--- src/hw/fsp_pkg.sv ---
package fsp_pkg;

	// Instruction codes
	localparam logic [7:0] OP_WPS = 8'h06;
	localparam logic [7:0] OP_WPC = 8'h04;
	localparam logic [7:0] OP_RDST = 8'h05;
	localparam logic [7:0] OP_STW = 8'h01;
	localparam logic [7:0] OP_PGW = 8'h02;
	localparam logic [7:0] OP_RGC = 8'hd8;
	localparam logic [7:0] OP_WAC = 8'hc7;
	localparam logic [7:0] OP_SLP = 8'hb9;
	localparam logic [7:0] OP_WAKE = 8'hab;
	localparam logic [7:0] OP_OTP = 8'h3a;

	// Byte counts per instruction; the page write count is a minimum
	localparam logic [9:0] LEN_OP = 10'h001;
	localparam logic [9:0] LEN_STW = 10'h002;
	localparam logic [9:0] LEN_RGC = 10'h004;
	localparam logic [9:0] LEN_PGW_MIN = 10'h005;
	localparam logic [9:0] LEN_ID_AT = 10'h003;
	localparam logic [9:0] LEN_MAX = 10'h3ff;
	localparam logic [8:0] PAGE_FULL = 9'h100;
	localparam int PAGE_BYTES = 256;

	// Status byte field positions
	localparam int ST_WIP = 0;
	localparam int ST_WEL = 1;
	localparam int ST_GUARD = 2;
	localparam int ST_LOCK = 7;
	localparam logic [2:0] GUARD_RST = 3'h0;
	localparam logic LOCK_RST = 1'b0;

	// Internal cycle lengths in core clocks
	localparam logic [23:0] PROG_CYC_DEF = 24'h0000c8;
	localparam logic [23:0] SECT_CYC_DEF = 24'h002000;
	localparam logic [23:0] BULK_CYC_DEF = 24'h008000;
	localparam logic [23:0] STW_CYC_DEF = 24'h000100;

	// Arbitrary identification value
	localparam logic [7:0] DEV_ID_DEF = 8'h5a;

	// Input synchroniser slots and their idle levels
	localparam int SYNC_N = 5;
	localparam int SY_CLK = 0;
	localparam int SY_SEL = 1;
	localparam int SY_DIN = 2;
	localparam int SY_PAUSE = 3;
	localparam int SY_PROT = 4;
	localparam logic [4:0] SYNC_INIT = 5'h1a;

	// Buffered program word: otp flag, 24-bit address, data byte
	localparam int WORD_W = 33;

	typedef enum logic [1:0] {
		CYC_IDLE = 2'b00,
		CYC_STREAM = 2'b01,
		CYC_TIMED = 2'b11,
		CYC_DONE = 2'b10
	} fsp_cyc_t;

	typedef enum logic [1:0] {
		PWR_ACTIVE = 2'b00,
		PWR_STANDBY = 2'b01,
		PWR_SLEEP = 2'b11
	} fsp_pwr_t;

	// Address falls in the region chosen by the guard bits
	function automatic logic fsp_guarded(input logic [23:0] a, input logic [2:0] g,
		input logic top_boot);
		logic [21:0] x;
		logic hit;
		x = a[21:0];
		hit = 1'b0;
		if (top_boot)
		begin
			case (g)
				3'h1: hit = (x >= 22'h3ff000);
				3'h2: hit = (x >= 22'h3fe000);
				3'h3: hit = (x >= 22'h3fc000);
				3'h4: hit = (x >= 22'h3f8000);
				3'h5: hit = (x >= 22'h3f0000);
				3'h6: hit = (x >= 22'h200000);
				3'h7: hit = 1'b1;
				default: hit = 1'b0;
			endcase
		end
		else
		begin
			case (g)
				3'h1: hit = (x <= 22'h000fff);
				3'h2: hit = (x <= 22'h001fff);
				3'h3: hit = (x <= 22'h003fff);
				3'h4: hit = (x <= 22'h007fff);
				3'h5: hit = (x <= 22'h00ffff);
				3'h6: hit = (x <= 22'h1fffff);
				3'h7: hit = 1'b1;
				default: hit = 1'b0;
			endcase
		end
		return hit;
	endfunction : fsp_guarded

endpackage : fsp_pkg

--- src/hw/fsp_word_if.sv ---
`timescale 1ns/100ps
interface fsp_word_if;
	import fsp_pkg::*;
	logic [WORD_W-1:0] data;
	logic valid;
	logic ready;
	modport src (output data, output valid, input ready);
	modport snk (input data, input valid, output ready);
endinterface : fsp_word_if

--- src/hw/fsp_buf2.sv ---
`timescale 1ns/100ps
// Two-entry buffer; head and ready both come from flops
module fsp_buf2 import fsp_pkg::*;
(
	input logic core_clk,
	input logic rstn,
	fsp_word_if.snk in_p,
	fsp_word_if.src out_p
);
	logic [WORD_W-1:0] head;
	logic [WORD_W-1:0] spare;
	logic head_ok;
	logic spare_ok;
	logic push;
	logic pop;

	assign push = in_p.valid & ~spare_ok;
	assign pop = head_ok & out_p.ready;
	assign in_p.ready = ~spare_ok;
	assign out_p.data = head;
	assign out_p.valid = head_ok;

	always_ff @(posedge core_clk or negedge rstn)
	begin
		if (!rstn)
		begin
			head <= '0;
			spare <= '0;
			head_ok <= 1'b0;
			spare_ok <= 1'b0;
		end
		else if (pop)
		begin
			if (spare_ok)
			begin
				head <= spare;
				spare_ok <= 1'b0;
			end
			else if (push)
				head <= in_p.data;
			else
				head_ok <= 1'b0;
		end
		else if (push)
		begin
			if (!head_ok)
			begin
				head <= in_p.data;
				head_ok <= 1'b1;
			end
			else
			begin
				spare <= in_p.data;
				spare_ok <= 1'b1;
			end
		end
	end
endmodule : fsp_buf2

--- src/hw/fsp_ctrl.sv ---
`timescale 1ns/100ps
module fsp_ctrl import fsp_pkg::*;
#(
	parameter logic TOP_BOOT = 1'b0,
	parameter logic [7:0] DEV_ID = DEV_ID_DEF,
	parameter logic [23:0] PROG_CYC = PROG_CYC_DEF,
	parameter logic [23:0] SECT_CYC = SECT_CYC_DEF,
	parameter logic [23:0] BULK_CYC = BULK_CYC_DEF,
	parameter logic [23:0] STW_CYC = STW_CYC_DEF
)
(
	input logic core_clk,
	input logic rstn,
	input logic sclk,
	input logic select_n,
	input logic serial_in,
	input logic pause_n,
	input logic protect_n,
	output logic serial_out,
	output logic serial_out_oe,
	output logic [WORD_W-1:0] arr_word,
	output logic arr_valid,
	input logic arr_ready,
	output logic erase_req,
	output logic erase_all,
	output logic erase_otp,
	output logic [23:0] erase_addr,
	output fsp_pwr_t pwr_state
);
	////////////////////////////////////////////////////////////////////////
	// Pin synchronisers
	logic [SYNC_N-1:0] raw;
	logic [SYNC_N-1:0] s1;
	logic [SYNC_N-1:0] s2;
	assign raw = {protect_n, pause_n, serial_in, select_n, sclk};

	genvar gi;
	generate
		for (gi = 0; gi < SYNC_N; gi++)
		begin : g_sync
			always_ff @(posedge core_clk or negedge rstn)
			begin
				if (!rstn)
				begin
					s1[gi] <= SYNC_INIT[gi];
					s2[gi] <= SYNC_INIT[gi];
				end
				else
				begin
					s1[gi] <= raw[gi];
					s2[gi] <= s1[gi];
				end
			end
		end
	endgenerate

	logic sclk_prev;
	logic sel_prev;
	logic sel;
	logic sclk_rise;
	logic sclk_fall;
	logic cs_rise;
	assign sel = ~s2[SY_SEL];
	// Only edges matter, so either idle clock level is fine
	assign sclk_rise = s2[SY_CLK] & ~sclk_prev;
	assign sclk_fall = ~s2[SY_CLK] & sclk_prev;
	assign cs_rise = sel_prev & ~sel;

	always_ff @(posedge core_clk or negedge rstn)
	begin
		if (!rstn)
		begin
			sclk_prev <= 1'b0;
			sel_prev <= 1'b0;
		end
		else
		begin
			sclk_prev <= s2[SY_CLK];
			sel_prev <= sel;
		end
	end

	////////////////////////////////////////////////////////////////////////
	// Pause handling
	logic paused;
	logic hold_block;
	logic live;
	assign live = sel & ~paused & ~hold_block;

	always_ff @(posedge core_clk or negedge rstn)
	begin
		if (!rstn)
			paused <= 1'b0;
		else if (!sel)
			paused <= 1'b0;
		else if (!paused && !s2[SY_PAUSE] && !s2[SY_CLK])
			paused <= 1'b1;
		else if (paused && s2[SY_PAUSE] && !s2[SY_CLK])
			paused <= 1'b0;
	end

	// Deselect in pause drops the frame; stays deaf until pause is released
	always_ff @(posedge core_clk or negedge rstn)
	begin
		if (!rstn)
			hold_block <= 1'b0;
		else if (cs_rise && paused)
			hold_block <= 1'b1;
		else if (s2[SY_PAUSE])
			hold_block <= 1'b0;
	end

	////////////////////////////////////////////////////////////////////////
	// Byte assembly
	logic [2:0] bit_cnt;
	logic [9:0] byte_cnt;
	logic [6:0] in_sr;
	logic [7:0] opcode;
	logic [7:0] stw_data;
	logic [23:0] addr;
	logic [7:0] wr_pos;
	logic [8:0] data_cnt;
	logic byte_done;
	logic [7:0] new_byte;
	logic pg_wr;
	logic [7:0] page_buf [PAGE_BYTES];
	fsp_cyc_t cyc;

	assign byte_done = live & sclk_rise & (bit_cnt == 3'h7);
	assign new_byte = {in_sr, s2[SY_DIN]};
	// A page frame sent while a stream runs must not overwrite the words in flight
	assign pg_wr = byte_done & (opcode == OP_PGW) & (byte_cnt >= LEN_RGC) & (cyc == CYC_IDLE);

	always_ff @(posedge core_clk or negedge rstn)
	begin
		if (!rstn)
		begin
			bit_cnt <= 3'h0;
			byte_cnt <= 10'h000;
			in_sr <= 7'h00;
			opcode <= 8'h00;
			stw_data <= 8'h00;
			addr <= 24'h000000;
			wr_pos <= 8'h00;
			data_cnt <= 9'h000;
		end
		else if (!sel)
		begin
			bit_cnt <= 3'h0;
			byte_cnt <= 10'h000;
			wr_pos <= 8'h00;
			data_cnt <= 9'h000;
		end
		else if (live && sclk_rise)
		begin
			bit_cnt <= bit_cnt + 3'h1;
			in_sr <= new_byte[6:0];
			if (byte_done)
			begin
				if (byte_cnt != LEN_MAX)
					byte_cnt <= byte_cnt + 10'h001;
				if (byte_cnt == 10'h000)
					opcode <= new_byte;
				if (byte_cnt >= LEN_OP && byte_cnt < LEN_RGC)
					addr <= {addr[15:0], new_byte};
				if (byte_cnt == LEN_OP)
					stw_data <= new_byte;
				if (pg_wr)
				begin
					wr_pos <= wr_pos + 8'h01;
					if (data_cnt != PAGE_FULL)
						data_cnt <= data_cnt + 9'h001;
				end
			end
		end
	end

	// Page bytes wrap inside the page
	always_ff @(posedge core_clk)
	begin
		if (pg_wr)
			page_buf[addr[7:0] + wr_pos] <= new_byte;
	end

	////////////////////////////////////////////////////////////////////////
	// Instruction decode at deselect
	logic write_permit_latch;
	logic write_in_progress;
	logic deep;
	logic otp_mode;
	logic otp_lock;
	logic lock;
	logic [2:0] guard;
	logic cmd_ok;
	logic awake;
	logic hard;
	logic region_ok;
	logic do_wps;
	logic do_wpc;
	logic do_slp;
	logic do_otp;
	logic do_wake;
	logic do_stw;
	logic do_pgw;
	logic do_rgc;
	logic do_wac;
	logic start;

	// Busy cycles run to the end untouched by pause
	assign cmd_ok = cs_rise & ~paused & ~hold_block & (bit_cnt == 3'h0)
		& (cyc == CYC_IDLE);
	assign awake = ~deep;
	assign hard = lock & ~s2[SY_PROT];
	assign region_ok = otp_mode ? ~otp_lock
		: ~fsp_guarded(addr, guard, TOP_BOOT);
	assign do_wps = cmd_ok & awake & (opcode == OP_WPS) & (byte_cnt == LEN_OP);
	assign do_wpc = cmd_ok & awake & (opcode == OP_WPC) & (byte_cnt == LEN_OP);
	assign do_slp = cmd_ok & awake & (opcode == OP_SLP) & (byte_cnt == LEN_OP);
	assign do_otp = cmd_ok & awake & (opcode == OP_OTP) & (byte_cnt == LEN_OP);
	assign do_wake = cmd_ok & deep & (opcode == OP_WAKE) & (byte_cnt >= LEN_OP);
	assign do_stw = cmd_ok & awake & write_permit_latch & (opcode == OP_STW) & (byte_cnt == LEN_STW)
		& (otp_mode | ~hard);
	assign do_pgw = cmd_ok & awake & write_permit_latch & (opcode == OP_PGW)
		& (byte_cnt >= LEN_PGW_MIN) & region_ok;
	assign do_rgc = cmd_ok & awake & write_permit_latch & (opcode == OP_RGC)
		& (byte_cnt == LEN_RGC) & region_ok;
	assign do_wac = cmd_ok & awake & write_permit_latch & (opcode == OP_WAC)
		& (byte_cnt == LEN_OP) & ~otp_mode & (guard == GUARD_RST);
	assign start = do_stw | do_pgw | do_rgc | do_wac;

	always_ff @(posedge core_clk or negedge rstn)
	begin
		if (!rstn)
			write_permit_latch <= 1'b0;
		else if (cyc == CYC_DONE || do_wpc)
			write_permit_latch <= 1'b0;
		else if (do_wps)
			write_permit_latch <= 1'b1;
	end

	always_ff @(posedge core_clk or negedge rstn)
	begin
		if (!rstn)
			deep <= 1'b0;
		else if (do_slp)
			deep <= 1'b1;
		else if (do_wake)
			deep <= 1'b0;
	end

	always_ff @(posedge core_clk or negedge rstn)
	begin
		if (!rstn)
			otp_mode <= 1'b0;
		else if (do_otp)
			otp_mode <= 1'b1;
		else if (do_wpc)
			otp_mode <= 1'b0;
	end

	// Reset values stand in for the retained cells
	always_ff @(posedge core_clk or negedge rstn)
	begin
		if (!rstn)
		begin
			guard <= GUARD_RST;
			lock <= LOCK_RST;
			otp_lock <= LOCK_RST;
		end
		else if (do_stw && otp_mode)
			otp_lock <= 1'b1;
		else if (do_stw)
		begin
			guard <= stw_data[ST_GUARD +: 3];
			lock <= stw_data[ST_LOCK];
		end
	end

	////////////////////////////////////////////////////////////////////////
	// Internal cycle
	logic [23:0] timer;
	logic [8:0] k;
	logic [8:0] prog_cnt;
	logic [23:0] prog_addr;
	logic prog_otp;
	logic push;
	logic [7:0] prog_lo;
	fsp_word_if to_buf ();
	fsp_word_if from_buf ();

	assign prog_lo = prog_addr[7:0] + k[7:0];
	assign to_buf.valid = (cyc == CYC_STREAM);
	// Array cells only ever clear bits, so streamed bytes program 1 to 0
	assign to_buf.data = {prog_otp, prog_addr[23:8], prog_lo, page_buf[prog_lo]};
	assign push = to_buf.valid & to_buf.ready;
	assign arr_word = from_buf.data;
	assign arr_valid = from_buf.valid;
	assign from_buf.ready = arr_ready;

	fsp_buf2 u_buf (
		.core_clk(core_clk),
		.rstn(rstn),
		.in_p(to_buf),
		.out_p(from_buf)
	);

	always_ff @(posedge core_clk or negedge rstn)
	begin
		if (!rstn)
		begin
			cyc <= CYC_IDLE;
			timer <= 24'h000000;
			k <= 9'h000;
		end
		else
		begin
			case (cyc)
				CYC_IDLE:
				begin
					k <= 9'h000;
					if (do_pgw)
						cyc <= CYC_STREAM;
					else if (start)
					begin
						cyc <= CYC_TIMED;
						timer <= do_stw ? STW_CYC : (do_wac ? BULK_CYC : SECT_CYC);
					end
				end
				CYC_STREAM:
					if (push)
					begin
						k <= k + 9'h001;
						if (k == prog_cnt - 9'h001)
						begin
							cyc <= CYC_TIMED;
							timer <= PROG_CYC;
						end
					end
				CYC_TIMED:
					if (timer == 24'h000000)
						cyc <= CYC_DONE;
					else
						timer <= timer - 24'h000001;
				CYC_DONE:
					cyc <= CYC_IDLE;
				default:
					cyc <= CYC_IDLE;
			endcase
		end
	end

	always_ff @(posedge core_clk or negedge rstn)
	begin
		if (!rstn)
			write_in_progress <= 1'b0;
		else if (start)
			write_in_progress <= 1'b1;
		else if (cyc == CYC_DONE)
			write_in_progress <= 1'b0;
	end

	always_ff @(posedge core_clk or negedge rstn)
	begin
		if (!rstn)
		begin
			prog_cnt <= 9'h000;
			prog_addr <= 24'h000000;
			prog_otp <= 1'b0;
			erase_req <= 1'b0;
			erase_all <= 1'b0;
			erase_otp <= 1'b0;
			erase_addr <= 24'h000000;
		end
		else
		begin
			erase_req <= do_rgc | do_wac;
			if (start)
			begin
				prog_cnt <= data_cnt;
				prog_addr <= addr;
				prog_otp <= otp_mode;
				erase_all <= do_wac;
				erase_otp <= otp_mode;
				erase_addr <= addr;
			end
		end
	end

	////////////////////////////////////////////////////////////////////////
	// Read path and power state
	logic [7:0] status;
	logic [7:0] out_sr;
	logic rd_on;
	assign status = {otp_mode ? otp_lock : lock, 2'b00, guard, write_permit_latch, write_in_progress};

	always_ff @(posedge core_clk or negedge rstn)
	begin
		if (!rstn)
		begin
			out_sr <= 8'h00;
			rd_on <= 1'b0;
			serial_out <= 1'b0;
			serial_out_oe <= 1'b0;
		end
		else
		begin
			serial_out_oe <= live & rd_on;
			if (!sel)
				rd_on <= 1'b0;
			else if (byte_done)
			begin
				if ((byte_cnt == 10'h000 && new_byte == OP_RDST && awake)
					|| (byte_cnt != 10'h000 && opcode == OP_RDST && rd_on))
				begin
					rd_on <= 1'b1;
					out_sr <= status;
				end
				else if (opcode == OP_WAKE && byte_cnt >= LEN_ID_AT)
				begin
					rd_on <= 1'b1;
					out_sr <= DEV_ID;
				end
			end
			else if (live && sclk_fall)
			begin
				serial_out <= out_sr[7];
				out_sr <= {out_sr[6:0], 1'b0};
			end
		end
	end

	always_ff @(posedge core_clk or negedge rstn)
	begin
		if (!rstn)
			pwr_state <= PWR_STANDBY;
		else if (deep)
			pwr_state <= PWR_SLEEP;
		else if (sel || cyc != CYC_IDLE)
			pwr_state <= PWR_ACTIVE;
		else
			pwr_state <= PWR_STANDBY;
	end

	////////////////////////////////////////////////////////////////////////
	// Checks
	a_pause_float: assert property (@(posedge core_clk) disable iff (!rstn)
		paused |=> !serial_out_oe) else $error("output driven in pause");
	a_out_on_fall: assert property (@(posedge core_clk) disable iff (!rstn)
		!sclk_fall |=> $stable(serial_out)) else $error("output moved off fall");
	a_permit_done: assert property (@(posedge core_clk) disable iff (!rstn)
		cyc == CYC_DONE |=> !write_permit_latch && !write_in_progress) else $error("permit kept after cycle");
	a_busy_start: assert property (@(posedge core_clk) disable iff (!rstn)
		start |=> write_in_progress && cyc != CYC_IDLE) else $error("busy not set");
	a_bound_reject: assert property (@(posedge core_clk) disable iff (!rstn)
		cs_rise && bit_cnt != 3'h0 && cyc == CYC_IDLE |=> cyc == CYC_IDLE && write_permit_latch == $past(write_permit_latch))
		else $error("unaligned instruction ran");
	a_sleep_deaf: assert property (@(posedge core_clk) disable iff (!rstn)
		deep && !(cs_rise && opcode == OP_WAKE) |=> deep && $stable(write_permit_latch))
		else $error("sleep left or permit changed");
	a_hard_freeze: assert property (@(posedge core_clk) disable iff (!rstn)
		hard && !otp_mode |=> $stable(guard) && $stable(lock))
		else $error("guard bits written under hard guard");
	a_otp_once: assert property (@(posedge core_clk) disable iff (!rstn)
		otp_lock |=> otp_lock ##1 otp_lock) else $error("area lock cleared");
	a_guard_block: assert property (@(posedge core_clk) disable iff (!rstn)
		cs_rise && !otp_mode && fsp_guarded(addr, guard, TOP_BOOT) && opcode == OP_RGC
		|=> !erase_req) else $error("guarded region erased");
	a_standby: assert property (@(posedge core_clk) disable iff (!rstn)
		!sel && !deep && cyc == CYC_IDLE |=> pwr_state != PWR_ACTIVE)
		else $error("no standby");
endmodule : fsp_ctrl

--- config.mk ---
export PLATFORM = sky130hd
export DESIGN_NAME = fsp_ctrl
export DESIGN_NICKNAME = d
export VERILOG_FILES = /design/src/hw/fsp_pkg.sv /design/src/hw/fsp_word_if.sv /design/src/hw/fsp_buf2.sv /design/src/hw/fsp_ctrl.sv
export SDC_FILE = /design/constraint.sdc
export NUM_CORES = 2
export LEC_CHECK = 0
export BUFFER_PORTS_ARGS = -buffer_cell sky130_fd_sc_hd__buf_2
export CAP_MARGIN = 10
export CORE_ASPECT_RATIO = 2
export CORE_MARGIN = 3
export CORE_UTILIZATION = 25
export CTS_BUF_LIST = sky130_fd_sc_hd__clkbuf_8
export DETAILED_ROUTE_END_ITERATION = 7
export SYNTH_ARGS = -nofsm -noshare
export SYNTH_HDL_FRONTEND = slang
export SYNTH_HIERARCHICAL = 1
export SYNTH_SLANG_ARGS = --single-unit
--- constraint.sdc ---
create_clock -name core_clk -period 4.8 [get_ports core_clk]
set_input_delay 1.44 -clock core_clk [delete_from_list [all_inputs] [get_ports core_clk]]
set_output_delay 1.44 -clock core_clk [all_outputs]
set_load 0.05 [all_outputs]
==> results.py <==
metrics = {
    "cts": {
        "tritoncts": "done",
        "cts_buffers": 308,
        "cts.sinks": 2296,
        "cts_resized": 2,
        "root_buffer": "clkbuf_8",
        "holdBufCountCts": 0,
        "clock_path_buffers": 4,
        "insertion_delay_ns": 0.99,
        "path_clk_slew_ns": 0.07,
        "htreeDepth": 5,
        "cts_setup_buffers": 0,
    },
    "logic_synthesis": {
        "yosysTopAreaCell": "edfxtp_1",
        "avgSynthCellArea_um2": 19.4,
        "synthArstFlopShare": 0.108,
        "synth.distinct_cells": 86,
        "yosys.area.top_type_share": 0.669,
        "ys_top_cells_by_area": "edfxtp_1 67%, mux4_2 15%, dfrtp_1 6.6%",
        "synth-edff-count": 2048,
        "yosys-top-cells-count": "2048 x edfxtp_1, 599 x mux4_2, 385 x nor2_1, 267 x nand2_1, 241 x dfrtp_1",
        "syn_area_mm2": 0.0919,
        "synth_simple_gate_area_share": 0.0445,
        "synth_compound_area_frac": 0.0270,
        "syn-num-nets": 4788,
        "yosysMostFrequentCell": "edfxtp_1",
        "synth_fa_ha_area_frac": 0.00425,
        "synthXorXnorAreaFrac": 0.00563,
        "synth_warnings": 6,
        "synth_top_family_by_area": "multiplexers",
        "netlist_instances": 4750,
        "ys.flop_type": "edfxtp_1",
        "ys_seq_area_frac": 0.737,
        "ys_ff_latch": 2296,
        "synthMuxAreaShare": 0.166,
    },
    "finish": {
        "drive_above_1_share": 0.303,
        "multi_input_area_mm2": 0.0228,
        "finalNetCount": 5379,
        "seq_area_mm2": 0.0677,
        "nFillCells": 35763,
        "area_growth_pct": 16.5,
        "fin_cells": 10468,
    },
    "grt": {
        "gr-total-overflow": 0,
        "antenna_found_initial": 4,
        "grt_pass1_vias": 51731,
        "grtUsageTotal": 0.128,
        "grt_pass1_wl_um": 360000,
        "grt_max_degree": 179,
    },
    "sta": {
        "fin_tns_setup_ns": 0,
        "maxSlewViolCount": 0,
        "setup_viol": 0,
        "rsz0062_at_grt": "no",
        "skew_ns": 0.112,
        "layout_min_cycle_time_ns": 4.78,
        "worst-slew-pin-transition_ns": 1.25,
        "hold_viol_final": 0,
        "worst_slack_ns": 0.0213,
        "max_freq_mhz": 209,
        "hold-worst-slack_ns": 0.355,
        "slew_headroom": 0.165,
        "period_share": 0.996,
    },
    "power": {
        "p_total_uw": 39700,
        "power.leakage_uw": 0.0346,
        "irDropWorstVdd_mv": 0.295,
        "p_per_area_mw_per_mm2": 371,
    },
    "worst_hold_path": {
        "min_from": "s1[2]",
        "holdPathEnd": "new_byte[0]",
        "min_path_type": "flip-flop to flip-flop",
        "min_path_cells": 0,
    },
    "place": {
        "port_buffers": 72,
        "globalplace.congestion": 0.898,
        "place_inst": 9929,
        "dp_hpwl_um": 169000,
        "place_ws_ns": -0.0669,
    },
    "setup_path": {
        "rrSetupSlack_ns": 0.02,
        "crit_path_max_fanout": 12,
        "crit_chain": "ha_4 -> fa_4 -> a211o_1 -> a2111oi_0 -> nand3b_1 -> buf_12 -> a2bb2oi_1 -> nor2_1 -> o41ai_1 -> and4_1 -> buf_4 -> o22ai_1 -> a211oi_1",
        "reg2reg_depth": 13,
        "timing.rr.end": "u_buf/out_p.data[7]",
        "required_ns": 5.68,
        "cp_data_arrival_time_ns": 5.66,
        "cp-start-kind": "flip-flop",
        "r2r_start": "prog_addr[0]",
        "slowest_stage": "a2bb2oi_1",
        "critical_path_class": "flip-flop to flip-flop",
        "critPathCaptureType": "flip-flop",
        "max_stage_delay_ns": 0.73,
    },
    "floorplan": {
        "die_w_um": 435,
        "dieArea_mm2": 0.375,
        "initial_core_util": 0.251,
        "ios": 73,
        "row_count": 314,
        "core_mm2": 0.366,
        "die_h_um": 864,
    },
    "drt": {
        "drtAntennaViolNets": 0,
        "vias_per_cell": 4.53,
        "first_pass_iters": 6,
        "route.detailed.drc": 0,
        "wire_per_inst_um": 23.6,
        "drt-initial-drc-count": 3408,
        "num_vias": 47441,
        "routed_wl_um": 247000,
    },
    "run": {
        "maxCapViolations": 0,
    },
    "outcome": {
        "status": "finished clean",
    },
}
==> registers in the layout, summed over array words and instances (netlist names), 7 cells and up <==
register and count:
prog_cnt 9, timer 24, byte_cnt 10, out_sr 8
u_buf/out_p.data 33, data_cnt 9, wr_pos 8, opcode 8
u_buf/spare 33, addr 24, page_buf 2048, prog_addr 24
in_sr 7, k 9
==> power breakdown <==
| part | switching (uW) | internal [uW] | leakage, uW |
|---|---|---|---|
| combinational | 1780 | 272 | 0.00953 |
| sequential | 358 | 22900 | 0.0218 |
| clock | 7370 | 6980 | 0.00322 |
| total | 9510 | 30200 | 0.0346 |
==> worst max path at each step <==
stage,from,endpoint,slack (ns)
4_1_cts,prog_addr[0],u_buf/spare[0],0.09
3_5_place_dp,prog_addr[0],u_buf/spare[0],-0.07
2_1_floorplan,new_byte[0],out_sr[1],0.04
6_report,prog_addr[0],u_buf/out_p.data[7],0.02
5_1_grt,prog_addr[0],u_buf/spare[7],0.01
3_3_place_gp,prog_addr[0],u_buf/out_p.data[7],-0.03
==> metrics by stage <==
stage | util | area (um^2)
after floorplan | - | 91900
after global placement | 0.277 | 101000
after detailed placement | 0.277 | 101000
after CTS | 0.293 | 107000
after global routing | 0.293 | 107000
final | 0.293 | 107000
==> cells in the final DEF, fill, tap and decap left out, drive strengths merged, types with 33 or more instances in the layout <==
cell type	n
mux2	120
mux2i	38
clkbuf	315
inv	116
nor2	386
a211oi	50
edfxtp	2048
o21ai	87
clkinv	114
dfrtp	241
nand2	270
mux4	600
nor3	59
a21oi	112
buf	555
o22ai	33
==> per-layer routing <==
layer  vias to the layer above  GRT usage  part of all wire
met3                       539     0.0160             0.039
met1                     25050      0.120              0.31
met4                         0     0.0879             0.077
met5                         -          0                 0
met2                      1447      0.255              0.57
li1                      20405          -                 -
==> kinds of logic (layout without fill, tap and decap cells) <==
family	after synthesis	after routing
flip-flops	2296	2296
other	0	3
buffers and inverters	309	1126
AO/OA/AOI/OAI	389	389
AND/OR/NAND/NOR	911	911
multiplexers	758	758
adder cells (fa/ha/maj)	30	30
XOR/XNOR	57	57
==> layout make-up <==
cell class / instances / area share
antenna: 3 / 0.0000701
clock buffer: 315 / 0.0405
clock inverter: 221 / 0.0133
inverter: 35 / 0.00130
multi-input combinational: 2145 / 0.213
sequential: 2296 / 0.632
tap: 4898 / 0.0572
timing repair buffer: 555 / 0.0424
==> critical path, delay by kind of cell, from the launching register on <==
kind | cells | cell delay, ns
buf+inv | 2 | 0.31
compound gates | 6 | 2.37
fa+ha+maj | 2 | 0.64
flops | 1 | 0.42
simple gates | 3 | 0.92
Note: power is estimated with default switching activity, not from simulation.
